File: src/albx_map.vh
// operation codes, flag positions and cycle counts for the execution block
`ifndef ALBX_MAP_VH
`define ALBX_MAP_VH
`define ALBX_OP_SUM 6'h00
`define ALBX_OP_SUM_C 6'h01
`define ALBX_OP_DIFF 6'h02
`define ALBX_OP_DIFF_B 6'h03
`define ALBX_OP_WSUM 6'h04
`define ALBX_OP_WMINUS 6'h05
`define ALBX_OP_AND 6'h06
`define ALBX_OP_OR 6'h07
`define ALBX_OP_XOR 6'h08
`define ALBX_OP_INVERT 6'h09
`define ALBX_OP_NEGATE 6'h0A
`define ALBX_OP_INC 6'h0B
`define ALBX_OP_DEC 6'h0C
`define ALBX_OP_ONES 6'h0D
`define ALBX_OP_MUL_UU 6'h0E
`define ALBX_OP_MUL_SS 6'h0F
`define ALBX_OP_MUL_SU 6'h10
`define ALBX_OP_FRACTIONAL_PRODUCT_UU 6'h11
`define ALBX_OP_FRACTIONAL_PRODUCT_SS 6'h12
`define ALBX_OP_FRACTIONAL_PRODUCT_SU 6'h13
`define ALBX_OP_RGOTO 6'h14
`define ALBX_OP_IGOTO 6'h15
`define ALBX_OP_DGOTO 6'h16
`define ALBX_OP_RINVOKE 6'h17
`define ALBX_OP_IINVOKE 6'h18
`define ALBX_OP_DINVOKE 6'h19
`define ALBX_OP_SUB_BACK 6'h1A
`define ALBX_OP_INT_BACK 6'h1B
`define ALBX_OP_CMP 6'h1C
`define ALBX_OP_CMP_C 6'h1D
`define ALBX_OP_SKIP_EQ 6'h1E
`define ALBX_OP_SKIP_RBC 6'h1F
`define ALBX_OP_SKIP_RBS 6'h20
`define ALBX_OP_SKIP_IOC 6'h21
`define ALBX_OP_SKIP_IOS 6'h22
`define ALBX_OP_BR_SET 6'h23
`define ALBX_OP_BR_CLR 6'h24
`define ALBX_OP_BR_GE 6'h25
`define ALBX_OP_BR_LT 6'h26
`define ALBX_F_C 0
`define ALBX_F_Z 1
`define ALBX_F_N 2
`define ALBX_F_V 3
`define ALBX_F_S 4
`define ALBX_F_H 5
`define ALBX_F_T 6
`define ALBX_F_I 7
`define ALBX_CYC_1 3'h1
`define ALBX_CYC_2 3'h2
`define ALBX_CYC_3 3'h3
`define ALBX_CYC_4 3'h4
`define ALBX_ALL_ONES 8'hFF
`define ALBX_ALL_ZERO 8'h00
`endif

File: src/albx_exec.v
// execution unit: arithmetic, logic, multiply, jumps, skips and branches
// Notes on behaviour
// - add, add-with-carry: flags ZCNVH, one cycle
// - subtract forms with borrow: ZCNVH, one cycle
// - word immediate add/subtract: ZCNVS, two cycles
// - and/or/xor: only Z N V S, one cycle
// - invert and negate with their flags
// - set/clear mask bits, Z N V
// - increment/decrement keep carry untouched
// - test, clear, load ones; ones keeps flags
// - multiplies into pair, Z C, two cycles
// - fractional multiply shifts product left one
// - relative jump: pc plus offset plus one
// - indirect two cycles, direct three cycles
// - calls push return; returns pop, four cycles
// - compares set flags without writing back
// - skip when registers are equal
// - skip on general register bit value
// - skip on io register bit value
// - branch on chosen status bit match
// - named branches ge/lt decide on two flags, N and V
// - signed branches use N xor V
`timescale 1ns/1ps
`default_nettype none
`include "albx_map.vh"
module albx_exec #(
  parameter PC_W = 16
) (
  input wire clk_sys,
  input wire reset,
  input wire start,
  input wire [5:0] op,
  input wire [7:0] rd_val,
  input wire [7:0] rr_val,
  input wire [7:0] rd_hi_val,
  input wire [7:0] imm,
  input wire use_imm,
  input wire [2:0] bit_sel,
  input wire [7:0] io_val,
  input wire [PC_W-1:0] pc_in,
  input wire [PC_W-1:0] target,
  input wire [PC_W-1:0] z_ptr,
  input wire [PC_W-1:0] stack_pc,
  input wire next_two_word,
  input wire [7:0] status_flags_register_in,
  output wire busy,
  output reg done_r,
  output reg [7:0] res_lo_r,
  output reg [7:0] res_hi_r,
  output reg wr_lo_r,
  output reg wr_hi_r,
  output reg wr_pair01_r,
  output reg [7:0] status_flags_register_r,
  output reg [PC_W-1:0] pc_r,
  output reg pc_load_r,
  output reg push_r,
  output reg pop_r,
  output reg [PC_W-1:0] ret_addr_r
);
  localparam ST_IDLE = 1'b0;
  localparam ST_WAIT = 1'b1;
  reg state_r;
  reg [2:0] cnt_r;
  reg [2:0] cyc_nxt;
  reg [7:0] lo_nxt;
  reg [7:0] hi_nxt;
  reg wlo_nxt;
  reg whi_nxt;
  reg wpair_nxt;
  reg [7:0] status_flags_register_nxt;
  reg [PC_W-1:0] pc_nxt;
  reg pcl_nxt;
  reg push_nxt;
  reg pop_nxt;
  reg [7:0] opb;
  reg [8:0] sum9;
  reg [15:0] w16;
  reg [15:0] pair;
  reg cin;
  reg take;
  reg m_as;
  reg m_bs;
  reg m_fr;
  wire [15:0] m_prod;
  wire m_c;
  wire m_z;
  wire [PC_W-1:0] rel_tgt;
  wire [PC_W-1:0] seq_pc;

  // shared flag helper for 8-bit add/sub; v and h per two's complement rules
  function [7:0] flags8;
    input [7:0] s_in;
    input [7:0] d;
    input [7:0] r;
    input [7:0] res;
    input sub;
    input keep_z;
    input upd_ch;
    reg [7:0] f;
    reg c;
    reg h;
    reg v;
    begin
      f = s_in;
      if (sub)
      begin
        c = (~d[7] & r[7]) | (r[7] & res[7]) | (res[7] & ~d[7]);
        h = (~d[3] & r[3]) | (r[3] & res[3]) | (res[3] & ~d[3]);
        v = (d[7] & ~r[7] & ~res[7]) | (~d[7] & r[7] & res[7]);
      end
      else
      begin
        c = (d[7] & r[7]) | (r[7] & ~res[7]) | (~res[7] & d[7]);
        h = (d[3] & r[3]) | (r[3] & ~res[3]) | (~res[3] & d[3]);
        v = (d[7] & r[7] & ~res[7]) | (~d[7] & ~r[7] & res[7]);
      end
      // borrow forms keep z set only if it was already set
      f[`ALBX_F_Z] = keep_z ? ((res == `ALBX_ALL_ZERO) & s_in[`ALBX_F_Z]) : (res == `ALBX_ALL_ZERO);
      f[`ALBX_F_N] = res[7];
      f[`ALBX_F_V] = v;
      f[`ALBX_F_S] = res[7] ^ v;
      if (upd_ch)
      begin
        f[`ALBX_F_C] = c;
        f[`ALBX_F_H] = h;
      end
      flags8 = f;
    end
  endfunction

  // logical result flags: v cleared, c and h untouched
  function [7:0] flags_log;
    input [7:0] s_in;
    input [7:0] res;
    reg [7:0] f;
    begin
      f = s_in;
      f[`ALBX_F_Z] = (res == `ALBX_ALL_ZERO);
      f[`ALBX_F_N] = res[7];
      f[`ALBX_F_V] = 1'b0;
      f[`ALBX_F_S] = res[7];
      flags_log = f;
    end
  endfunction

  albx_mul u_mul (
    .a(rd_val),
    .b(rr_val),
    .a_signed(m_as),
    .b_signed(m_bs),
    .frac(m_fr),
    .prod(m_prod),
    .carry(m_c),
    .zero(m_z)
  );

  // offset is the immediate sign-extended to the counter width
  assign rel_tgt = pc_in + {{(PC_W-8){imm[7]}}, imm} + {{(PC_W-1){1'b0}}, 1'b1};
  assign seq_pc = pc_in + {{(PC_W-1){1'b0}}, 1'b1};
  // new operations are refused while a multi-cycle one drains
  assign busy = (state_r == ST_WAIT);

  // decode and compute the whole effect in the issue cycle
  always @*
  begin
    opb = use_imm ? imm : rr_val;
    lo_nxt = res_lo_r;
    hi_nxt = res_hi_r;
    wlo_nxt = 1'b0;
    whi_nxt = 1'b0;
    wpair_nxt = 1'b0;
    // untouched flags follow the incoming status, not the last result
    status_flags_register_nxt = status_flags_register_in;
    pc_nxt = pc_r;
    pcl_nxt = 1'b0;
    push_nxt = 1'b0;
    pop_nxt = 1'b0;
    cyc_nxt = `ALBX_CYC_1;
    sum9 = 9'h000;
    w16 = 16'h0000;
    pair = {rd_hi_val, rd_val};
    cin = status_flags_register_in[`ALBX_F_C];
    take = 1'b0;
    m_as = (op == `ALBX_OP_MUL_SS) || (op == `ALBX_OP_MUL_SU) ||
           (op == `ALBX_OP_FRACTIONAL_PRODUCT_SS) || (op == `ALBX_OP_FRACTIONAL_PRODUCT_SU);
    m_bs = (op == `ALBX_OP_MUL_SS) || (op == `ALBX_OP_FRACTIONAL_PRODUCT_SS);
    m_fr = (op == `ALBX_OP_FRACTIONAL_PRODUCT_UU) || (op == `ALBX_OP_FRACTIONAL_PRODUCT_SS) || (op == `ALBX_OP_FRACTIONAL_PRODUCT_SU);
    case (op)
      `ALBX_OP_SUM, `ALBX_OP_SUM_C:
      begin
        sum9 = {1'b0, rd_val} + {1'b0, opb} + {8'h00, (op == `ALBX_OP_SUM_C) & cin};
        lo_nxt = sum9[7:0];
        wlo_nxt = 1'b1;
        status_flags_register_nxt = flags8(status_flags_register_in, rd_val, opb, sum9[7:0], 1'b0, 1'b0, 1'b1);
      end
      `ALBX_OP_DIFF, `ALBX_OP_DIFF_B, `ALBX_OP_CMP, `ALBX_OP_CMP_C:
      begin
        sum9 = {1'b0, rd_val} - {1'b0, opb} - {8'h00, ((op == `ALBX_OP_DIFF_B) | (op == `ALBX_OP_CMP_C)) & cin};
        lo_nxt = sum9[7:0];
        wlo_nxt = (op == `ALBX_OP_DIFF) | (op == `ALBX_OP_DIFF_B);
        status_flags_register_nxt = flags8(status_flags_register_in, rd_val, opb, sum9[7:0], 1'b1,
                          (op == `ALBX_OP_DIFF_B) | (op == `ALBX_OP_CMP_C), 1'b1);
      end
      `ALBX_OP_WSUM, `ALBX_OP_WMINUS:
      begin
        w16 = (op == `ALBX_OP_WSUM) ? pair + {8'h00, imm} : pair - {8'h00, imm};
        lo_nxt = w16[7:0];
        hi_nxt = w16[15:8];
        wlo_nxt = 1'b1;
        whi_nxt = 1'b1;
        cyc_nxt = `ALBX_CYC_2;
        status_flags_register_nxt[`ALBX_F_Z] = (w16 == 16'h0000);
        status_flags_register_nxt[`ALBX_F_N] = w16[15];
        status_flags_register_nxt[`ALBX_F_V] = (op == `ALBX_OP_WSUM) ? (~pair[15] & w16[15]) : (pair[15] & ~w16[15]);
        status_flags_register_nxt[`ALBX_F_C] = (op == `ALBX_OP_WSUM) ? (pair[15] & ~w16[15]) : (~pair[15] & w16[15]);
        status_flags_register_nxt[`ALBX_F_S] = w16[15] ^ status_flags_register_nxt[`ALBX_F_V];
      end
      // bitwise ops; mask set/clear and test/clear map here
      `ALBX_OP_AND, `ALBX_OP_OR, `ALBX_OP_XOR:
      begin
        if (op == `ALBX_OP_AND)
          lo_nxt = rd_val & opb;
        else if (op == `ALBX_OP_OR)
          lo_nxt = rd_val | opb;
        else
          lo_nxt = rd_val ^ opb;
        wlo_nxt = 1'b1;
        status_flags_register_nxt = flags_log(status_flags_register_in, lo_nxt);
      end
      `ALBX_OP_INVERT:
      begin
        lo_nxt = `ALBX_ALL_ONES - rd_val;
        wlo_nxt = 1'b1;
        status_flags_register_nxt = flags_log(status_flags_register_in, lo_nxt);
        status_flags_register_nxt[`ALBX_F_C] = 1'b1;
      end
      `ALBX_OP_NEGATE:
      begin
        lo_nxt = `ALBX_ALL_ZERO - rd_val;
        wlo_nxt = 1'b1;
        status_flags_register_nxt = flags8(status_flags_register_in, `ALBX_ALL_ZERO, rd_val, lo_nxt, 1'b1, 1'b0, 1'b1);
      end
      `ALBX_OP_INC, `ALBX_OP_DEC:
      begin
        lo_nxt = (op == `ALBX_OP_INC) ? rd_val + 8'h01 : rd_val - 8'h01;
        wlo_nxt = 1'b1;
        status_flags_register_nxt = flags8(status_flags_register_in, rd_val, 8'h01, lo_nxt, op == `ALBX_OP_DEC, 1'b0, 1'b0);
      end
      `ALBX_OP_ONES:
      begin
        lo_nxt = `ALBX_ALL_ONES;
        wlo_nxt = 1'b1;
      end
      // product into pair; fractional shift inside multiplier
      `ALBX_OP_MUL_UU, `ALBX_OP_MUL_SS, `ALBX_OP_MUL_SU,
      `ALBX_OP_FRACTIONAL_PRODUCT_UU, `ALBX_OP_FRACTIONAL_PRODUCT_SS, `ALBX_OP_FRACTIONAL_PRODUCT_SU:
      begin
        lo_nxt = m_prod[7:0];
        hi_nxt = m_prod[15:8];
        wpair_nxt = 1'b1;
        cyc_nxt = `ALBX_CYC_2;
        status_flags_register_nxt[`ALBX_F_Z] = m_z;
        status_flags_register_nxt[`ALBX_F_C] = m_c;
      end
      `ALBX_OP_RGOTO:
      begin
        pc_nxt = rel_tgt;
        pcl_nxt = 1'b1;
        cyc_nxt = `ALBX_CYC_2;
      end
      `ALBX_OP_IGOTO, `ALBX_OP_DGOTO:
      begin
        pc_nxt = (op == `ALBX_OP_IGOTO) ? z_ptr : target;
        pcl_nxt = 1'b1;
        cyc_nxt = (op == `ALBX_OP_IGOTO) ? `ALBX_CYC_2 : `ALBX_CYC_3;
      end
      `ALBX_OP_RINVOKE, `ALBX_OP_IINVOKE, `ALBX_OP_DINVOKE:
      begin
        pc_nxt = (op == `ALBX_OP_RINVOKE) ? rel_tgt : (op == `ALBX_OP_IINVOKE) ? z_ptr : target;
        pcl_nxt = 1'b1;
        push_nxt = 1'b1;
        cyc_nxt = (op == `ALBX_OP_DINVOKE) ? `ALBX_CYC_4 : `ALBX_CYC_3;
      end
      // returns; interrupt return also re-enables interrupts
      `ALBX_OP_SUB_BACK, `ALBX_OP_INT_BACK:
      begin
        pc_nxt = stack_pc;
        pcl_nxt = 1'b1;
        pop_nxt = 1'b1;
        cyc_nxt = `ALBX_CYC_4;
        if (op == `ALBX_OP_INT_BACK)
          status_flags_register_nxt[`ALBX_F_I] = 1'b1;
      end
      `ALBX_OP_SKIP_EQ, `ALBX_OP_SKIP_RBC, `ALBX_OP_SKIP_RBS, `ALBX_OP_SKIP_IOC, `ALBX_OP_SKIP_IOS:
      begin
        if (op == `ALBX_OP_SKIP_EQ)
          take = (rd_val == rr_val);
        else if (op == `ALBX_OP_SKIP_RBC)
          take = ~rr_val[bit_sel];
        else if (op == `ALBX_OP_SKIP_RBS)
          take = rr_val[bit_sel];
        else if (op == `ALBX_OP_SKIP_IOC)
          take = ~io_val[bit_sel];
        else
          take = io_val[bit_sel];
        pcl_nxt = 1'b1;
        if (!take)
        begin
          pc_nxt = seq_pc;
          cyc_nxt = `ALBX_CYC_1;
        end
        else if (next_two_word)
        begin
          pc_nxt = pc_in + {{(PC_W-2){1'b0}}, 2'h3};
          cyc_nxt = `ALBX_CYC_3;
        end
        else
        begin
          pc_nxt = pc_in + {{(PC_W-2){1'b0}}, 2'h2};
          cyc_nxt = `ALBX_CYC_2;
        end
      end
      `ALBX_OP_BR_SET, `ALBX_OP_BR_CLR, `ALBX_OP_BR_GE, `ALBX_OP_BR_LT:
      begin
        if (op == `ALBX_OP_BR_SET)
          take = status_flags_register_in[bit_sel];
        else if (op == `ALBX_OP_BR_CLR)
          take = ~status_flags_register_in[bit_sel];
        else if (op == `ALBX_OP_BR_GE)
          take = ~(status_flags_register_in[`ALBX_F_N] ^ status_flags_register_in[`ALBX_F_V]);
        else
          take = status_flags_register_in[`ALBX_F_N] ^ status_flags_register_in[`ALBX_F_V];
        pcl_nxt = 1'b1;
        pc_nxt = take ? rel_tgt : seq_pc;
        cyc_nxt = take ? `ALBX_CYC_2 : `ALBX_CYC_1;
      end
      default:
      begin
        status_flags_register_nxt = status_flags_register_in;
      end
    endcase
  end

  // results land the cycle after issue; done marks the last cycle
  always @(posedge clk_sys)
  begin
    if (reset)
    begin
      state_r <= ST_IDLE;
      cnt_r <= 3'h0;
      done_r <= 1'b0;
      res_lo_r <= 8'h00;
      res_hi_r <= 8'h00;
      wr_lo_r <= 1'b0;
      wr_hi_r <= 1'b0;
      wr_pair01_r <= 1'b0;
      status_flags_register_r <= 8'h00;
      pc_r <= {PC_W{1'b0}};
      pc_load_r <= 1'b0;
      push_r <= 1'b0;
      pop_r <= 1'b0;
      ret_addr_r <= {PC_W{1'b0}};
    end
    else
    begin
      wr_lo_r <= 1'b0;
      wr_hi_r <= 1'b0;
      wr_pair01_r <= 1'b0;
      pc_load_r <= 1'b0;
      push_r <= 1'b0;
      pop_r <= 1'b0;
      done_r <= 1'b0;
      case (state_r)
        ST_IDLE:
        begin
          if (start)
          begin
            res_lo_r <= lo_nxt;
            res_hi_r <= hi_nxt;
            wr_lo_r <= wlo_nxt;
            wr_hi_r <= whi_nxt;
            wr_pair01_r <= wpair_nxt;
            status_flags_register_r <= status_flags_register_nxt;
            pc_r <= pc_nxt;
            pc_load_r <= pcl_nxt;
            push_r <= push_nxt;
            pop_r <= pop_nxt;
            // direct calls are two words long
            ret_addr_r <= (op == `ALBX_OP_DINVOKE) ? pc_in + {{(PC_W-2){1'b0}}, 2'h2} : seq_pc;
            if (cyc_nxt == `ALBX_CYC_1)
              done_r <= 1'b1;
            else
            begin
              state_r <= ST_WAIT;
              cnt_r <= cyc_nxt - 3'h1;
            end
          end
        end
        ST_WAIT:
        begin
          cnt_r <= cnt_r - 3'h1;
          if (cnt_r == 3'h1)
          begin
            done_r <= 1'b1;
            state_r <= ST_IDLE;
          end
        end
        default:
        begin
          state_r <= ST_IDLE;
        end
      endcase
    end
  end
endmodule
`default_nettype wire

File: src/albx_mul.v
// signed/unsigned/fractional 8x8 multiplier with flag outputs
`timescale 1ns/1ps
`default_nettype none
module albx_mul (
  input wire [7:0] a,
  input wire [7:0] b,
  input wire a_signed,
  input wire b_signed,
  input wire frac,
  output reg [15:0] prod,
  output reg carry,
  output reg zero
);
  reg [17:0] ext_a;
  reg [17:0] ext_b;
  reg [35:0] full;
  reg [15:0] raw;
  // sign-extend per operand, then optional left shift
  always @*
  begin
    ext_a = a_signed ? {{10{a[7]}}, a} : {10'h000, a};
    ext_b = b_signed ? {{10{b[7]}}, b} : {10'h000, b};
    full = ext_a * ext_b;
    raw = full[15:0];
    carry = raw[15];
    prod = frac ? {raw[14:0], 1'b0} : raw;
    zero = (prod == 16'h0000);
  end
endmodule
`default_nettype wire

File: config.mk
export PLATFORM = sky130hd
export DESIGN_NAME = albx_exec
export DESIGN_NICKNAME = d
export VERILOG_FILES = /design/src/albx_exec.v /design/src/albx_mul.v
export VERILOG_INCLUDE_DIRS = /design/src
export SDC_FILE = /design/constraint.sdc
export NUM_CORES = 1
export LEC_CHECK = 0
export BUFFER_PORTS_ARGS = -buffer_cell sky130_fd_sc_hd__buf_2
export CORE_UTILIZATION = 35
export CTS_BUF_LIST = sky130_fd_sc_hd__clkbuf_2 sky130_fd_sc_hd__clkbuf_4 sky130_fd_sc_hd__clkbuf_8
export CTS_CLUSTER_DIAMETER = 30
export DETAILED_ROUTE_END_ITERATION = 8
export PLACE_DENSITY_LB_ADDON = 0.12
export SLEW_MARGIN = 20
export SYNTH_ARGS = -nofsm -noshare
export SYNTH_HDL_FRONTEND = slang
export SYNTH_SLANG_ARGS = --single-unit
File: constraint.sdc
create_clock -name clk_sys -period 6.6 [get_ports clk_sys]
set_clock_uncertainty 0.2 [all_clocks]
set_input_delay 0.33 -clock clk_sys [delete_from_list [all_inputs] [get_ports clk_sys]]
set_output_delay 0.33 -clock clk_sys [all_outputs]
set_load 0.05 [all_outputs]
==> run metrics <==
Reg2Reg Setup Slack=about 3.8 ns; vias in the first global route=13600; count leader, synth=inv_1; Setup Viol. Count Final=0; drt pass-1 iters=6; nets=about 2300; Tmin final=between 6 and 7 ns; Syn Inst Count=around 1700; IO Count=between 150 and 200; reg-to-reg endpoint=status_flags_register_r[1]; worst skew pair latency=0.36 ns; period utilisation layout=0.9645; Switching Power=about 1.4 mW; Setup TNS=0 ns; synth top area cells=ha_1, fa_1, dfxtp_1; r2r worst-path depth=9; cts bufs inserted=9; Post-Syn Nets=2084; sequential fraction of design power=0.171; worst r2r src=busy; post-route cell area=0.01518 mm^2; core area=0.03679 mm^2; Hold Path Class=in -> reg; CTS tree=built; area of the multi-input gates=roughly 0.011 mm^2; initial antenna violation count=3; Clock H-tree levels=3; Worst EP arrival=around 6.4 ns; maximum clock path buffer count=2; Seq/Total Area, Yosys=0.1021; share of Yosys cell area claimed by the top area cell type=0.1380; fmax=roughly 160 MHz; number of remaining DRC errors=0; CP max stage delay=0.54 ns; Vias/cell=between 5 and 6; Max Cap Violations=0; max_slew headroom=0.3770; pins over their slew limit=0; #FFs+latches synth=between 60 and 70; Die H=approximately 200 um; CP Max Fanout=5; fraction of synthesized area in multiplexers=0.05579; post-synthesis compound-gate area fraction=0.2120; WP buf/inv=6; Post-Place Cells=around 2400; post-place setup slack=-0.3383 ns; Post-synth EDFFs=0; combinational power share=0.709; Syn Area/Cell=between 7 and 8 um^2; xor and xnor area share after synthesis=0.07359; worst IR drop on VDD=about 170 uV; RSZ-0062 raised after global routing=yes; DRT Wirelength=between 50 and 60 mm; status=complete, no violations; top_reg_cell synth=dfxtp_1; Tot GR Track Use=0.2788; die area=0.03833 mm^2; critical path launch point type=input pin; CP required=between 6 and 7 ns; Filler Cell Count=3850; worst-margin pin slew=0.9323 ns; Port Buffers=189; main combinational cell family by area after synthesis=adder cells; post-synth cell types=87; Initial Utilization=0.3573; share of layout cells above drive strength 1=0.1714; HPWL Detailed=43.19 mm; largest net degree at the start of global routing=between 40 and 50; Clock Sinks=67; Sw Share=0.5197; Critical Path End=res_hi_r[6]; worst hold slack=between 0.03 and 0.04 ns; Synth area leader=ha_1; clock power share=0.120; overall power=approximately 2.7 mW; synthesized cell area=between 0.01 and 0.015 mm^2; CP Cell Sequence=buf_2, or3b_4, o32ai_4, and2_1, ha_1, xnor2_4, inv_1, fa_1, fa_1, inv_1, fa_1, inv_1, fa_1, inv_1, fa_1, inv_1, ha_1, and3_1, a211oi_2, xnor2_1, nor2_1, a211oi_1, a211o_1, a21oi_1; Synth Warn #=0; Critical Path Stages=24; final cell count without fillers=2400; Worst Setup End Kind=flop; top cells by count, synth=inv_1, nor2_1, ha_1, a21oi_1, nand2_1; DRT iter0 DRCs=a little over 1000; post-synthesis async set-or-reset flop share=0; internal power=1.275 mW; Area Overhead vs Synth=15.47%; simple-gate share of the synthesized area=0.2156; clock root buffer master=clkbuf_8; critical path class=in -> reg; gp weighted congestion=around 1.0; origin of the worst setup path=op[3]; FF+latch area=around 0.0013 mm^2; Synth Area in Adders=0.2645; critical path's slowest cell=fa_1; CP top delay family=adder cells; global route overflow=0; global-route wire length before repair=81.44 mm; Placed Area=0.01500 mm^2; PwrDens=between 150 and 200 mW/mm^2; Rows=70; wire per inst=between 20 and 25 um; chip width=approximately 200 um; endpoints failing hold=0; final worst slack=about 0.23 ns; Pleak=between 6 and 7 nW; routed via count=13630; antenna-violating nets left=0; Post-Route Utilization=0.4126; Clock transition at path regs=around 0.080 ns
cells by family after synthesis:
kind of cell | count (synthesis)
simple gates | 570
compound gates | 433
buf+inv | 259
fa+ha+maj | 228
xor+xnor | 108
flops | 67
mux | 65
worst min-delay path by stage:
| stage | startpoint | to | slack [ns] | cells after the start |
|---|---|---|---|---|
| after floorplan | cnt_r[2] | cnt_r[2] | 0.25 | 2 |
| after global placement | status_flags_register_r[6] | status_flags_register_r[6] | 0.25 | 2 |
| after detailed placement | ret_addr_r[0] | ret_addr_r[0] | 0.25 | 2 |
| after CTS | status_flags_register_in[6] | status_flags_register_r[6] | 0.02 | 3 |
| after global routing | status_flags_register_in[6] | status_flags_register_r[6] | 0.03 | 3 |
| final | status_flags_register_in[6] | status_flags_register_r[6] | 0.03 | 3 |
power by group through the flow:
stage,sequential (mW),clock (mW),combinational [mW]
floorplan,0.551,0,1.14
global placement,0.462,0,1.84
detailed placement,0.463,0,1.85
CTS,0.454,0.328,1.86
global route,0.457,0.345,2.07
finish,0.453,0.319,1.88
registers in the layout (all words and copies together), names as in the netlist:
register                 cells
status_flags_register_r      8
pop_r                        1
done_r                       1
wr_hi_r                      1
wr_lo_r                      1
res_hi_r                     8
busy                         1
wr_pair01_r                  1
pc_r                        16
push_r                       1
pc_load_r                    1
ret_addr_r                  16
cnt_r                        3
res_lo_r                     8
cell type report:
cell class	count	share of cell area
Antenna cell	1	0.0001649
Clock buffer	9	0.008162
Clock inverter	6	0.002721
Inverter	170	0.04205
Multi-Input combinational cell	1404	0.7151
Sequential cell	67	0.08838
Tap cell	468	0.03859
Timing Repair Buffer	275	0.1049
worst min-delay path, stage by stage:
cell	delay (ns)
buf_2	0.11
nand2_1	0.05
a21oi_1	0.05
metal layers:
layer / up-vias / routed length, um / global-route usage
met4: 0 / 1474 / 0.07755
li1: 6487 / - / -
met2: 529 / 24540 / 0.4661
met3: 89 / 3660 / 0.04624
met1: 6522 / 23480 / 0.3695
met5: - / 0 / 0
cells in the final DEF (no fill, tap or decap), types with 8 or more instances in the layout:
cell,netlist,routed
o21a_1,10,10
buf_2,10,189
mux2i_1,53,53
nand4_1,10,10
nand2_1,133,133
dfxtp_1,67,67
and3_1,9,9
ha_1,145,145
nor2b_1,18,17
o211ai_1,15,15
xor2_1,40,40
a21oi_1,133,133
nand2b_1,19,19
nor4_1,16,16
nor2_1,155,155
a21o_1,11,11
nand3_1,45,45
nor3_1,57,56
a221oi_1,9,9
buf_4,1,86
clkbuf_8,0,9
a31oi_1,19,19
o22ai_1,22,22
fa_1,83,83
a211oi_1,32,31
or3_1,25,25
and2_1,46,46
a311oi_1,10,10
inv_1,167,167
xnor2_1,66,64
o21ai_0,90,90
a211o_1,8,8
repair_timing:
item,4_1_cts,5_1_grt
resized for setup,0,2
setup endpoints to repair,0,3
buffers inserted,0,0
endpoints found under the hold margin,0,0
hold buffers,0,0
Power figures use the tool's default switching activity.
